## src/logic/etsr_defs.vh

```
// Register map, field layout and reset values of the sample readout block.
// Assumes a 32-bit AHB-Lite register bus with word-aligned byte addresses.
`ifndef ETSR_DEFS_VH
`define ETSR_DEFS_VH
`define ETSR_OFS_S2_NS 12'h560
`define ETSR_OFS_S2_SEC 12'h564
`define ETSR_OFS_S2_PHASE 12'h568
`define ETSR_OFS_S3_NS 12'h56c
`define ETSR_OFS_S3_SEC 12'h570
`define ETSR_OFS_S3_PHASE 12'h574
`define ETSR_OFS_UNIT_INDEX 12'h500
`define ETSR_UNIT_PTR_BIT 8
`define ETSR_POL_BIT 30
`define ETSR_NS_W 30
`define ETSR_PHASE_W 3
`define ETSR_RST_WORD 32'h0000_0000
`define ETSR_RST_PHASE 3'h0
`define ETSR_PHASE_0NS 3'h0
`define ETSR_PHASE_8NS 3'h1
`define ETSR_PHASE_16NS 3'h2
`define ETSR_PHASE_24NS 3'h3
`define ETSR_PHASE_32NS 3'h4
`define ETSR_SLOT_COUNT 3'h5
`define ETSR_HTRANS_NONSEQ 2'h2
`endif

```

## src/logic/etsr_sample_readout.v

```verilog
// Second and third event-capture sample registers, two timestamp units,
// read over AHB-Lite.
// Assumes a capture engine outside supplies per-unit samples with a load strobe.
// Assumes hready is the bus's own ready, driven back from hreadyout.
// Assumes a single pointer bit, so only units 0 and 1 can ever be shown.
// Assumes hsize is always a whole word; it is not checked.
//
// How it works
// - Sample-2 ns bit30 polarity, bit31 zero
// - Sample-2 ns bits29:0, reset zero
// - Sample-2 seconds 32 bits, reset zero
// - Sample-2 phase bits2:0, upper zero, reset 000
// - Sample-3 ns bit30 polarity, bit31 zero
// - Sample-3 ns bits29:0, reset zero
// - Sample-3 seconds 32 bits, reset zero
// - Sample-3 phase bits2:0, upper zero
// - Unit index bit8 selects presented unit
// - Phase: five 8ns slots per 40ns
`include "etsr_defs.vh"
`default_nettype none

module etsr_sample_readout #(
  parameter UNITS = 2
) (
  // Clock, reset and the AHB-Lite slave port
  input wire hclk,
  input wire hresetn,
  input wire hsel,
  input wire [11:0] haddr,
  input wire [1:0] htrans,
  input wire hwrite,
  input wire [2:0] hsize,
  input wire [31:0] hwdata,
  input wire hready,
  output wire hreadyout,
  output wire hresp,
  output reg [31:0] hrdata,
  // Second-sample capture inputs; unit u sits at slice u of each field
  input wire [UNITS-1:0] cap2_load,
  input wire [UNITS-1:0] cap2_polarity,
  input wire [UNITS*30-1:0] cap2_nanoseconds,
  input wire [UNITS*32-1:0] cap2_seconds,
  input wire [UNITS*3-1:0] cap2_phase_slot,
  // Third-sample capture inputs, packed the same way
  input wire [UNITS-1:0] cap3_load,
  input wire [UNITS-1:0] cap3_polarity,
  input wire [UNITS*30-1:0] cap3_nanoseconds,
  input wire [UNITS*32-1:0] cap3_seconds,
  input wire [UNITS*3-1:0] cap3_phase_slot,
  // Current unit pointer, for whoever routes the capture engine
  output wire unit_index_out
);

  ////////////////////////////////////////////////////////////////////////////
  // Per-unit sample storage
  // Every field is packed with unit u at slice u times the field width.
  // Capture writes only through the next-value logic below; the bus has
  // no path into these registers, so software can never alter a sample.

  localparam NS_W = `ETSR_NS_W;
  localparam PH_W = `ETSR_PHASE_W;
  localparam SEC_W = 32;

  // Second-sample fields, current and next
  reg [UNITS-1:0] second_capture_polarity_r;
  reg [UNITS*NS_W-1:0] second_capture_nanoseconds_r;
  reg [UNITS*SEC_W-1:0] second_capture_seconds_r;
  reg [UNITS*PH_W-1:0] second_capture_phase_slot_r;
  reg [UNITS-1:0] second_capture_polarity_nxt;
  reg [UNITS*NS_W-1:0] second_capture_nanoseconds_nxt;
  reg [UNITS*SEC_W-1:0] second_capture_seconds_nxt;
  reg [UNITS*PH_W-1:0] second_capture_phase_slot_nxt;

  // Third-sample fields, current and next
  reg [UNITS-1:0] third_capture_polarity_r;
  reg [UNITS*NS_W-1:0] third_capture_nanoseconds_r;
  reg [UNITS*SEC_W-1:0] third_capture_seconds_r;
  reg [UNITS*PH_W-1:0] third_capture_phase_slot_r;
  reg [UNITS-1:0] third_capture_polarity_nxt;
  reg [UNITS*NS_W-1:0] third_capture_nanoseconds_nxt;
  reg [UNITS*SEC_W-1:0] third_capture_seconds_nxt;
  reg [UNITS*PH_W-1:0] third_capture_phase_slot_nxt;

  // Loop indices of the next-value processes
  integer u2;
  integer u3;

  // Slot codes beyond the fifth slot are reserved; clamp them to 0ns
  // so a faulty capture code never reaches software as a reserved value
  function [2:0] etsr_slot_clean;
    input [2:0] code;
    begin
      if (code < `ETSR_SLOT_COUNT) begin
        etsr_slot_clean = code;
      end else begin
        etsr_slot_clean = `ETSR_PHASE_0NS;
      end
    end
  endfunction

  // Next second-sample values: a unit's strobe replaces all its fields at once,
  // so a read never mixes the time of one event with the edge of another.
  // Without a strobe every field holds, whatever the bus does.
  always @* begin
    second_capture_polarity_nxt = second_capture_polarity_r;
    second_capture_nanoseconds_nxt = second_capture_nanoseconds_r;
    second_capture_seconds_nxt = second_capture_seconds_r;
    second_capture_phase_slot_nxt = second_capture_phase_slot_r;
    for (u2 = 0; u2 < UNITS; u2 = u2 + 1) begin
      if (cap2_load[u2]) begin
        second_capture_polarity_nxt[u2] = cap2_polarity[u2];
        second_capture_nanoseconds_nxt[u2*NS_W +: NS_W] =
          cap2_nanoseconds[u2*NS_W +: NS_W];
        second_capture_seconds_nxt[u2*SEC_W +: SEC_W] =
          cap2_seconds[u2*SEC_W +: SEC_W];
        second_capture_phase_slot_nxt[u2*PH_W +: PH_W] =
          etsr_slot_clean(cap2_phase_slot[u2*PH_W +: PH_W]);
      end
    end
  end

  // Next third-sample values, built the same way as the second sample's;
  // the two samples have separate strobes and never disturb each other.
  // Without a strobe every field holds, whatever the bus does.
  always @* begin
    third_capture_polarity_nxt = third_capture_polarity_r;
    third_capture_nanoseconds_nxt = third_capture_nanoseconds_r;
    third_capture_seconds_nxt = third_capture_seconds_r;
    third_capture_phase_slot_nxt = third_capture_phase_slot_r;
    for (u3 = 0; u3 < UNITS; u3 = u3 + 1) begin
      if (cap3_load[u3]) begin
        third_capture_polarity_nxt[u3] = cap3_polarity[u3];
        third_capture_nanoseconds_nxt[u3*NS_W +: NS_W] =
          cap3_nanoseconds[u3*NS_W +: NS_W];
        third_capture_seconds_nxt[u3*SEC_W +: SEC_W] =
          cap3_seconds[u3*SEC_W +: SEC_W];
        third_capture_phase_slot_nxt[u3*PH_W +: PH_W] =
          etsr_slot_clean(cap3_phase_slot[u3*PH_W +: PH_W]);
      end
    end
  end

  // Second-sample registers; reset clears every unit to zero.
  // One process holds all units so each register has a single driver,
  // and the reset branch assigns constants only.
  always @(posedge hclk or negedge hresetn) begin
    if (!hresetn) begin
      second_capture_polarity_r <= {UNITS{1'b0}};
      second_capture_nanoseconds_r <= {UNITS*NS_W{1'b0}};
      second_capture_seconds_r <= {UNITS{`ETSR_RST_WORD}};
      second_capture_phase_slot_r <= {UNITS{`ETSR_RST_PHASE}};
    end else begin
      second_capture_polarity_r <= second_capture_polarity_nxt;
      second_capture_nanoseconds_r <= second_capture_nanoseconds_nxt;
      second_capture_seconds_r <= second_capture_seconds_nxt;
      second_capture_phase_slot_r <= second_capture_phase_slot_nxt;
    end
  end

  // Third-sample registers; reset clears every unit to zero.
  // One process holds all units so each register has a single driver,
  // and the reset branch assigns constants only.
  always @(posedge hclk or negedge hresetn) begin
    if (!hresetn) begin
      third_capture_polarity_r <= {UNITS{1'b0}};
      third_capture_nanoseconds_r <= {UNITS*NS_W{1'b0}};
      third_capture_seconds_r <= {UNITS{`ETSR_RST_WORD}};
      third_capture_phase_slot_r <= {UNITS{`ETSR_RST_PHASE}};
    end else begin
      third_capture_polarity_r <= third_capture_polarity_nxt;
      third_capture_nanoseconds_r <= third_capture_nanoseconds_nxt;
      third_capture_seconds_r <= third_capture_seconds_nxt;
      third_capture_phase_slot_r <= third_capture_phase_slot_nxt;
    end
  end

  ////////////////////////////////////////////////////////////////////////////
  // AHB-Lite slave: address phase capture
  // Only single word transfers are expected; hsize and burst types are ignored

  reg addr_valid_r;
  reg addr_write_r;
  reg [11:0] addr_r;
  reg unit_index_r;
  wire addr_take;

  // The slave never waits and never errors; the pointer is shown as a port
  assign addr_take = hsel && hready && (htrans == `ETSR_HTRANS_NONSEQ);
  assign hreadyout = 1'b1;
  assign hresp = 1'b0;
  assign unit_index_out = unit_index_r;

  // Latch the address phase for the following data phase.
  // Write data arrives one cycle after its address, so the decode of a
  // write must use this copy and not the live address bus.
  always @(posedge hclk or negedge hresetn) begin
    if (!hresetn) begin
      addr_valid_r <= 1'b0;
      addr_write_r <= 1'b0;
      addr_r <= 12'h000;
    end else if (hready) begin
      addr_valid_r <= addr_take;
      addr_write_r <= hwrite;
      addr_r <= haddr;
    end
  end

  // Unit index pointer: the only writable bit of this block.
  // Writes to any other offset, the sample words included, are dropped here;
  // a read right behind a pointer write still sees the old unit.
  always @(posedge hclk or negedge hresetn) begin
    if (!hresetn) begin
      unit_index_r <= 1'b0;
    end else if (addr_valid_r && addr_write_r && addr_r == `ETSR_OFS_UNIT_INDEX) begin
      unit_index_r <= hwdata[`ETSR_UNIT_PTR_BIT];
    end
  end

  ////////////////////////////////////////////////////////////////////////////
  // Selected unit view: the pointer picks one unit's fields for readout.
  // A unit that does not exist reads as zeros rather than stale data.
  // The choice is made from the pointer as it stands in the address phase.

  reg sel_s2_polarity;
  reg [NS_W-1:0] sel_s2_nanoseconds;
  reg [SEC_W-1:0] sel_s2_seconds;
  reg [PH_W-1:0] sel_s2_phase_slot;
  reg sel_s3_polarity;
  reg [NS_W-1:0] sel_s3_nanoseconds;
  reg [SEC_W-1:0] sel_s3_seconds;
  reg [PH_W-1:0] sel_s3_phase_slot;
  integer us2;
  integer us3;

  // Second-sample fields of the unit the pointer names;
  // every unit is visited so no index ever runs outside the vectors
  always @* begin
    sel_s2_polarity = 1'b0;
    sel_s2_nanoseconds = {NS_W{1'b0}};
    sel_s2_seconds = {SEC_W{1'b0}};
    sel_s2_phase_slot = {PH_W{1'b0}};
    for (us2 = 0; us2 < UNITS; us2 = us2 + 1) begin
      if (us2 == {31'h0000_0000, unit_index_r}) begin
        sel_s2_polarity = second_capture_polarity_r[us2];
        sel_s2_nanoseconds = second_capture_nanoseconds_r[us2*NS_W +: NS_W];
        sel_s2_seconds = second_capture_seconds_r[us2*SEC_W +: SEC_W];
        sel_s2_phase_slot = second_capture_phase_slot_r[us2*PH_W +: PH_W];
      end
    end
  end

  // Third-sample fields of the unit the pointer names;
  // every unit is visited so no index ever runs outside the vectors
  always @* begin
    sel_s3_polarity = 1'b0;
    sel_s3_nanoseconds = {NS_W{1'b0}};
    sel_s3_seconds = {SEC_W{1'b0}};
    sel_s3_phase_slot = {PH_W{1'b0}};
    for (us3 = 0; us3 < UNITS; us3 = us3 + 1) begin
      if (us3 == {31'h0000_0000, unit_index_r}) begin
        sel_s3_polarity = third_capture_polarity_r[us3];
        sel_s3_nanoseconds = third_capture_nanoseconds_r[us3*NS_W +: NS_W];
        sel_s3_seconds = third_capture_seconds_r[us3*SEC_W +: SEC_W];
        sel_s3_phase_slot = third_capture_phase_slot_r[us3*PH_W +: PH_W];
      end
    end
  end

  // Register words as software sees them
  wire [31:0] word_s2_ns;
  wire [31:0] word_s2_sec;
  wire [31:0] word_s2_phase;
  wire [31:0] word_s3_ns;
  wire [31:0] word_s3_sec;
  wire [31:0] word_s3_phase;
  wire [31:0] word_unit_index;

  // Second sample: reserved bits tied to zero
  assign word_s2_ns = {1'b0, sel_s2_polarity, sel_s2_nanoseconds};
  assign word_s2_sec = sel_s2_seconds;
  assign word_s2_phase = {29'h0000_0000, sel_s2_phase_slot};
  // Third sample: reserved bits tied to zero
  assign word_s3_ns = {1'b0, sel_s3_polarity, sel_s3_nanoseconds};
  assign word_s3_sec = sel_s3_seconds;
  assign word_s3_phase = {29'h0000_0000, sel_s3_phase_slot};
  // Pointer register: only the pointer bit is ever set
  assign word_unit_index = {23'h00_0000, unit_index_r, 8'h00};

  ////////////////////////////////////////////////////////////////////////////
  // Read data: the word for the live address, registered at the address edge
  // so it stands for the whole data phase

  reg [31:0] rdata_nxt;

  // Decode the live address; unmapped offsets read as zero.
  // Writes to sample offsets fall through with no effect
  always @* begin
    rdata_nxt = 32'h0000_0000;
    case (haddr)
      // Second-sample words
      `ETSR_OFS_S2_NS: begin
        rdata_nxt = word_s2_ns;
      end
      `ETSR_OFS_S2_SEC: begin
        rdata_nxt = word_s2_sec;
      end
      `ETSR_OFS_S2_PHASE: begin
        rdata_nxt = word_s2_phase;
      end
      // Third-sample words
      `ETSR_OFS_S3_NS: begin
        rdata_nxt = word_s3_ns;
      end
      `ETSR_OFS_S3_SEC: begin
        rdata_nxt = word_s3_sec;
      end
      `ETSR_OFS_S3_PHASE: begin
        rdata_nxt = word_s3_phase;
      end
      // Pointer register
      `ETSR_OFS_UNIT_INDEX: begin
        rdata_nxt = word_unit_index;
      end
      default: begin
        rdata_nxt = 32'h0000_0000;
      end
    endcase
  end

  // Read data stands from the data phase until the next read is taken.
  // Writes leave it alone, so a write never disturbs a word software
  // has yet to sample.
  always @(posedge hclk or negedge hresetn) begin
    if (!hresetn) begin
      hrdata <= 32'h0000_0000;
    end else if (addr_take && !hwrite) begin
      hrdata <= rdata_nxt;
    end
  end

endmodule

`default_nettype wire

```

## config.mk

```make
export PLATFORM = sky130hd
export DESIGN_NAME = etsr_sample_readout
export DESIGN_NICKNAME = d
export VERILOG_FILES = /design/src/logic/etsr_sample_readout.v
export VERILOG_INCLUDE_DIRS = /design/src /design/src/logic
export SDC_FILE = /design/constraint.sdc
export NUM_CORES = 1
export LEC_CHECK = 0
export BUFFER_PORTS_ARGS = -buffer_cell sky130_fd_sc_hd__buf_4
export CORE_MARGIN = 10
export CORE_UTILIZATION = 50
export CTS_CLUSTER_DIAMETER = 200
export CTS_CLUSTER_SIZE = 30
export DETAILED_ROUTE_END_ITERATION = 8
export PLACE_DENSITY = 0.76
export SLEW_MARGIN = 0
export SYNTH_ARGS = -nofsm -noshare
export SYNTH_HDL_FRONTEND = slang
export SYNTH_SLANG_ARGS = --single-unit
```

## constraint.sdc

```tcl
create_clock -name hclk -period 2.43 [get_ports hclk]
set_input_delay 0.6075 -clock hclk [delete_from_list [all_inputs] [get_ports hclk]]
set_output_delay 0.6075 -clock hclk [all_outputs]
set_load 0.05 [all_outputs]
```

Word level (Yosys, flattened, before mapping)
Cells that the tools add are included.
- RAM bits: 0
- output and inout bits: 35
- flip-flop bits (word level): 311
- logic and storage cells: 53
- memories kept: 0
- bits of input ports: 322
- latch bits: 0
- ROM bits: 0
- add/subtract/negate cells: 0
- muxes and demuxes: 13
- reductions and logical operators: 6
- shift-type cells: 0
- bitwise operators: 0
- $lt $le $gt $ge: 4
- div/mod/pow operators: 0
- equality and inequality tests: 9
- $mul: 0
- operator list (kind ; count):
    $pmux 32 s7 ; 1
    $eq 12x11->1 const B ; 8
    $mux 32 ; 2
    $mux 30 ; 2
    $mux 3 ; 6
    $lt 3x3->1 const B ; 4
    $logic_and 1x1->1 ; 5
    $eq 2x2->1 const B ; 1
    $mux 1 ; 2
    $logic_not 1->1 ; 1

Depth between registers and ports, before layout
- word-level depth: 3
- gate-level depth with buffers: 8
- gate-level depth less buffers: 5

Least setup slack after synthesis
Ideal clock, no wire load.
- path kind: input to register
- start: input haddr[7]
- end: register hrdata[22]
- required time: 2.354 ns
- setup time: 0.076 ns
- data arrival time: 2.183 ns
- path buffers: 2
- slack: 0.170 ns
- stages on the path: 7
- cells stage by stage: or4b_4 buf_6 nor4b_4 buf_6 a22o_1 a21oi_1 o21ai_1
- cells in the longest elaborated chain, start to end: 2
- ends and longest elaborated chain (element ; line ; text):
    start: declaration ; etsr_sample_readout.v:29 ; input wire [11:0] haddr,
    $eq 12x11->1 ; etsr_sample_readout.v:299 ; case (haddr)
    $pmux 32 s7 * ; etsr_sample_readout.v:299 ;
    end signal: assignment ; etsr_sample_readout.v:337 ; hrdata <= rdata_nxt;
    end: declaration ; etsr_sample_readout.v:37 ; output reg [31:0] hrdata,
Every way passes the cells marked *; elsewhere a longest branch is shown, timed or not.
A chain may end at the register's enable or synchronous reset.

Worst setup path in the final report
- start: register unit_index_r, in the netlist unit_index_out
- end: output unit_index_out
- RTL lines (element ; line ; text):
    start: declaration ; etsr_sample_readout.v:184 ; reg unit_index_r;
    start signal: assignment ; etsr_sample_readout.v:215 ; unit_index_r <= hwdata[`ETSR_UNIT_PTR_BIT];
    end: declaration ; etsr_sample_readout.v:51 ; output wire unit_index_out
No word-level cell between the ends.

==> reports/metrics.json <==
{
  "synthesis": {
    "synth_top_area_cell": "sky130_fd_sc_hd__dfrtp_1",
    "synth_warnings": 0,
    "synth_seq_area_share": 0.553,
    "synth_top_flop_cell": "sky130_fd_sc_hd__dfrtp_1",
    "synth.net_count": 1317,
    "synth.cell_area_sq_um": 14100,
    "synth_edf_count": 0,
    "synthArstFlopShare": 1.00,
    "synthDominantCellAreaShare": 0.553,
    "postSynthCellCount": 995,
    "synth_top_cells_by_area": "sky130_fd_sc_hd__dfrtp_1 (55%), sky130_fd_sc_hd__mux2_2 (26%), sky130_fd_sc_hd__mux2i_1 (4.5%)",
    "synth_cell_types": 47,
    "synth-seq-cells": 311,
    "post_synth.cell_area_avg_sq_um": 14.2
  },
  "detailed_routing": {
    "finalWirelength_um": 38500,
    "detailedRoute.firstIterationViolations": 613,
    "detail_route.drc_violations": 0,
    "avgViaCountPerCell": 5.48,
    "final_antenna_net_count": 0,
    "detail_route.first_pass.iterations": 4,
    "wl_per_cell_um": 23.1,
    "vias": 9150
  },
  "place": {
    "finalWeightedCongestion": 0.807,
    "post-place-ws_ns": -0.0164,
    "placedCellCount": 1649,
    "hpwl_um": 27700,
    "dpl_cell_area_sq_um": 16900,
    "port-buffer-count": 320
  },
  "final_layout": {
    "most_frequent_cells_in_the_layout": "sky130_fd_sc_hd__buf_4 (330), sky130_fd_sc_hd__mux2_2 (326), sky130_fd_sc_hd__dfrtp_1 (310), sky130_fd_sc_hd__mux2i_1 (63), sky130_fd_sc_hd__nand2_1 (36)",
    "layout-drive-gt1-share": 0.557,
    "utilization": 0.622,
    "post_layout_nonfiller_instances": 1669,
    "nets": 1609,
    "final.fill_count": 2251,
    "layout-area-overhead-vs-synth_pct": 22.8,
    "post-route-cell-area_sq_um": 17300,
    "layout_commonest_cell": "sky130_fd_sc_hd__buf_4"
  },
  "worst_setup_path": {
    "r2r_setup_slack_ns": 0.56,
    "r2r_cells": 4,
    "critPathRequiredTime_ns": 1.82,
    "cp-start-kind": "register",
    "crit_type": "reg2out",
    "timing.critical_path.to_type": "output pin",
    "crit_arrival_ns": 1.49,
    "r2r-start": "unit_index_out",
    "crit_fanout": 21,
    "r2r_end": "hrdata[8]"
  },
  "clocking": {
    "clockBufferDepth": 3,
    "tritoncts": "built",
    "cts_made_buffers": 14,
    "post_cts_hold_buffer_count": 0,
    "ctsRootBufferMaster": "sky130_fd_sc_hd__clkbuf_16",
    "post_cts.resized_instances": 0,
    "register_clock_pin_slew_on_the_reported_worst_setup_and_hold_paths_ns": 0.11,
    "post-cts-setup-buffers": 0,
    "clock_latency_on_the_worst_skew_pair_ns": 0.50,
    "number_of_clock_sinks": 311,
    "htree_levels": 1
  },
  "sta": {
    "rsz0062_at_grt": "no",
    "min_period_ns": 2.10,
    "report.final.hold_viol_count": 0,
    "relSlewSlack": 0.644,
    "final-max-slew-violation-count": 0,
    "timing.final.setup_violations": 0,
    "final.setup_skew_ns": 0.0269,
    "fin_tns_setup_ns": 0,
    "worst_pin_slew_ns": 0.526,
    "fmax_ghz": 0.476,
    "period_share": 0.864,
    "post-route-worst-setup-slack_ns": 0.331,
    "finalHoldWorstSlack_ns": 0.0332
  },
  "grt": {
    "total_routing_usage_reported_by_global_routing": 0.214,
    "use_met3": 0.0417,
    "grt_first_pass_wirelength_um": 60100,
    "grt_max_degree": 69,
    "initial_antenna_violation_count": 3,
    "grt_use_met1": 0.277,
    "gr-total-overflow": 0,
    "gr-usage-met2": 0.365,
    "busiest_layer": "met2",
    "first_global_vias": 10300
  },
  "die": {
    "total_die_area_sq_um": 35300,
    "pin_count": 357,
    "initial_core_util": 0.507,
    "coreArea_sq_um": 27800,
    "die_h_um": 188,
    "core.rowCount": 61,
    "die_w_um": 188
  },
  "power": {
    "total_power_mw": 10.3,
    "max-vdd-ir-drop_mv": 0.452,
    "power.density_cell_area_nw_per_um2": 593,
    "cellLeakagePower_nw": 7.75
  },
  "run": {
    "maxCapViolations": 0
  },
  "status": {
    "outcome": "complete, no violations"
  },
  "hold_path": {
    "worst_hold_path_type": "in2async"
  }
}
## cells in the mapped netlist, types with 2 or more instances
library cell / count
sky130_fd_sc_hd__clkbuf_1: 21
sky130_fd_sc_hd__a22o_2: 8
sky130_fd_sc_hd__clkbuf_8: 16
sky130_fd_sc_hd__dfrtp_1: 311
sky130_fd_sc_hd__inv_1: 9
sky130_fd_sc_hd__or2_2: 2
sky130_fd_sc_hd__nor3_1: 2
sky130_fd_sc_hd__buf_4: 2
sky130_fd_sc_hd__buf_2: 7
sky130_fd_sc_hd__a22o_1: 19
sky130_fd_sc_hd__nor2_1: 3
sky130_fd_sc_hd__mux2_2: 326
sky130_fd_sc_hd__o21ai_0: 20
sky130_fd_sc_hd__o221a_2: 3
sky130_fd_sc_hd__buf_1: 17
sky130_fd_sc_hd__nor3b_1: 4
sky130_fd_sc_hd__buf_6: 6
sky130_fd_sc_hd__o22ai_1: 27
sky130_fd_sc_hd__nand3b_1: 8
sky130_fd_sc_hd__o21ai_1: 20
sky130_fd_sc_hd__mux4_2: 7
sky130_fd_sc_hd__or3_1: 2
sky130_fd_sc_hd__nor4b_1: 2
sky130_fd_sc_hd__nand2_1: 36
sky130_fd_sc_hd__a2bb2oi_1: 4
sky130_fd_sc_hd__clkdlybuf4s50_2: 2
sky130_fd_sc_hd__nor4_1: 2
sky130_fd_sc_hd__mux2i_1: 63
sky130_fd_sc_hd__a21oi_1: 27
sky130_fd_sc_hd__conb_1: 2
## per-layer routing
metal / vias up / wire [um]
met1: 4660 / 16700
met2: 256 / 19100
met3: 34 / 2050
met5: - / 0
li1: 4200 / -
met4: 0 / 649
## worst max path at each step
| stage | to | from | slack, ns |
|---|---|---|---|
| finish | unit_index_out | unit_index_out | 0.33 |
| global route | unit_index_out | unit_index_out | 0.28 |
| CTS | unit_index_out | unit_index_out | 0.32 |
| detailed placement | hrdata[1] | haddr[3] | -0.02 |
| global placement | hrdata[9] | haddr[7] | 0.06 |
| floorplan | hrdata[22] | haddr[7] | 0.17 |
## power breakdown
part	total, mW	internal [mW]	switching, mW
Combinational	1.60	0.963	0.641
Clock	2.79	1.15	1.64
Sequential	5.86	5.63	0.228
Total	10.3	7.74	2.51
## cell families after synthesis
family | count (synthesis) | synth area share
multiplexers | 396 | 0.317
flip-flops | 311 | 0.553
AO/OA/AOI/OAI | 132 | 0.0606
buffers and inverters | 81 | 0.0387
AND/OR/NAND/NOR | 73 | 0.0307
other | 2 | 0.000533
## worst max-delay path, cell delays in order, from the launching register on
cell and delay, ns:
sky130_fd_sc_hd__dfrtp_4 0.53, sky130_fd_sc_hd__buf_12 0.22, sky130_fd_sc_hd__buf_4 0.23
## registers in the layout, summed over array words and instances (netlist names), 2 cells and up
signal	cells
second_capture_polarity_r	2
second_capture_phase_slot_r	6
third_capture_nanoseconds_r	60
hrdata	32
second_capture_nanoseconds_r	60
third_capture_polarity_r	2
third_capture_seconds_r	64
addr_r	12
second_capture_seconds_r	64
third_capture_phase_slot_r	6
## area by class of cell
type	instances	area [sq um]	area share
clock inverter	1	20.0	0.00116
tap	378	473	0.0274
clock buffer	16	379	0.0219
inverter	9	33.8	0.00195
multi-input combinational	603	5750	0.333
timing repair buffer	348	2830	0.164
antenna	3	7.51	0.000434
sequential	311	7790	0.450
(Power assumes the default switching activity.)
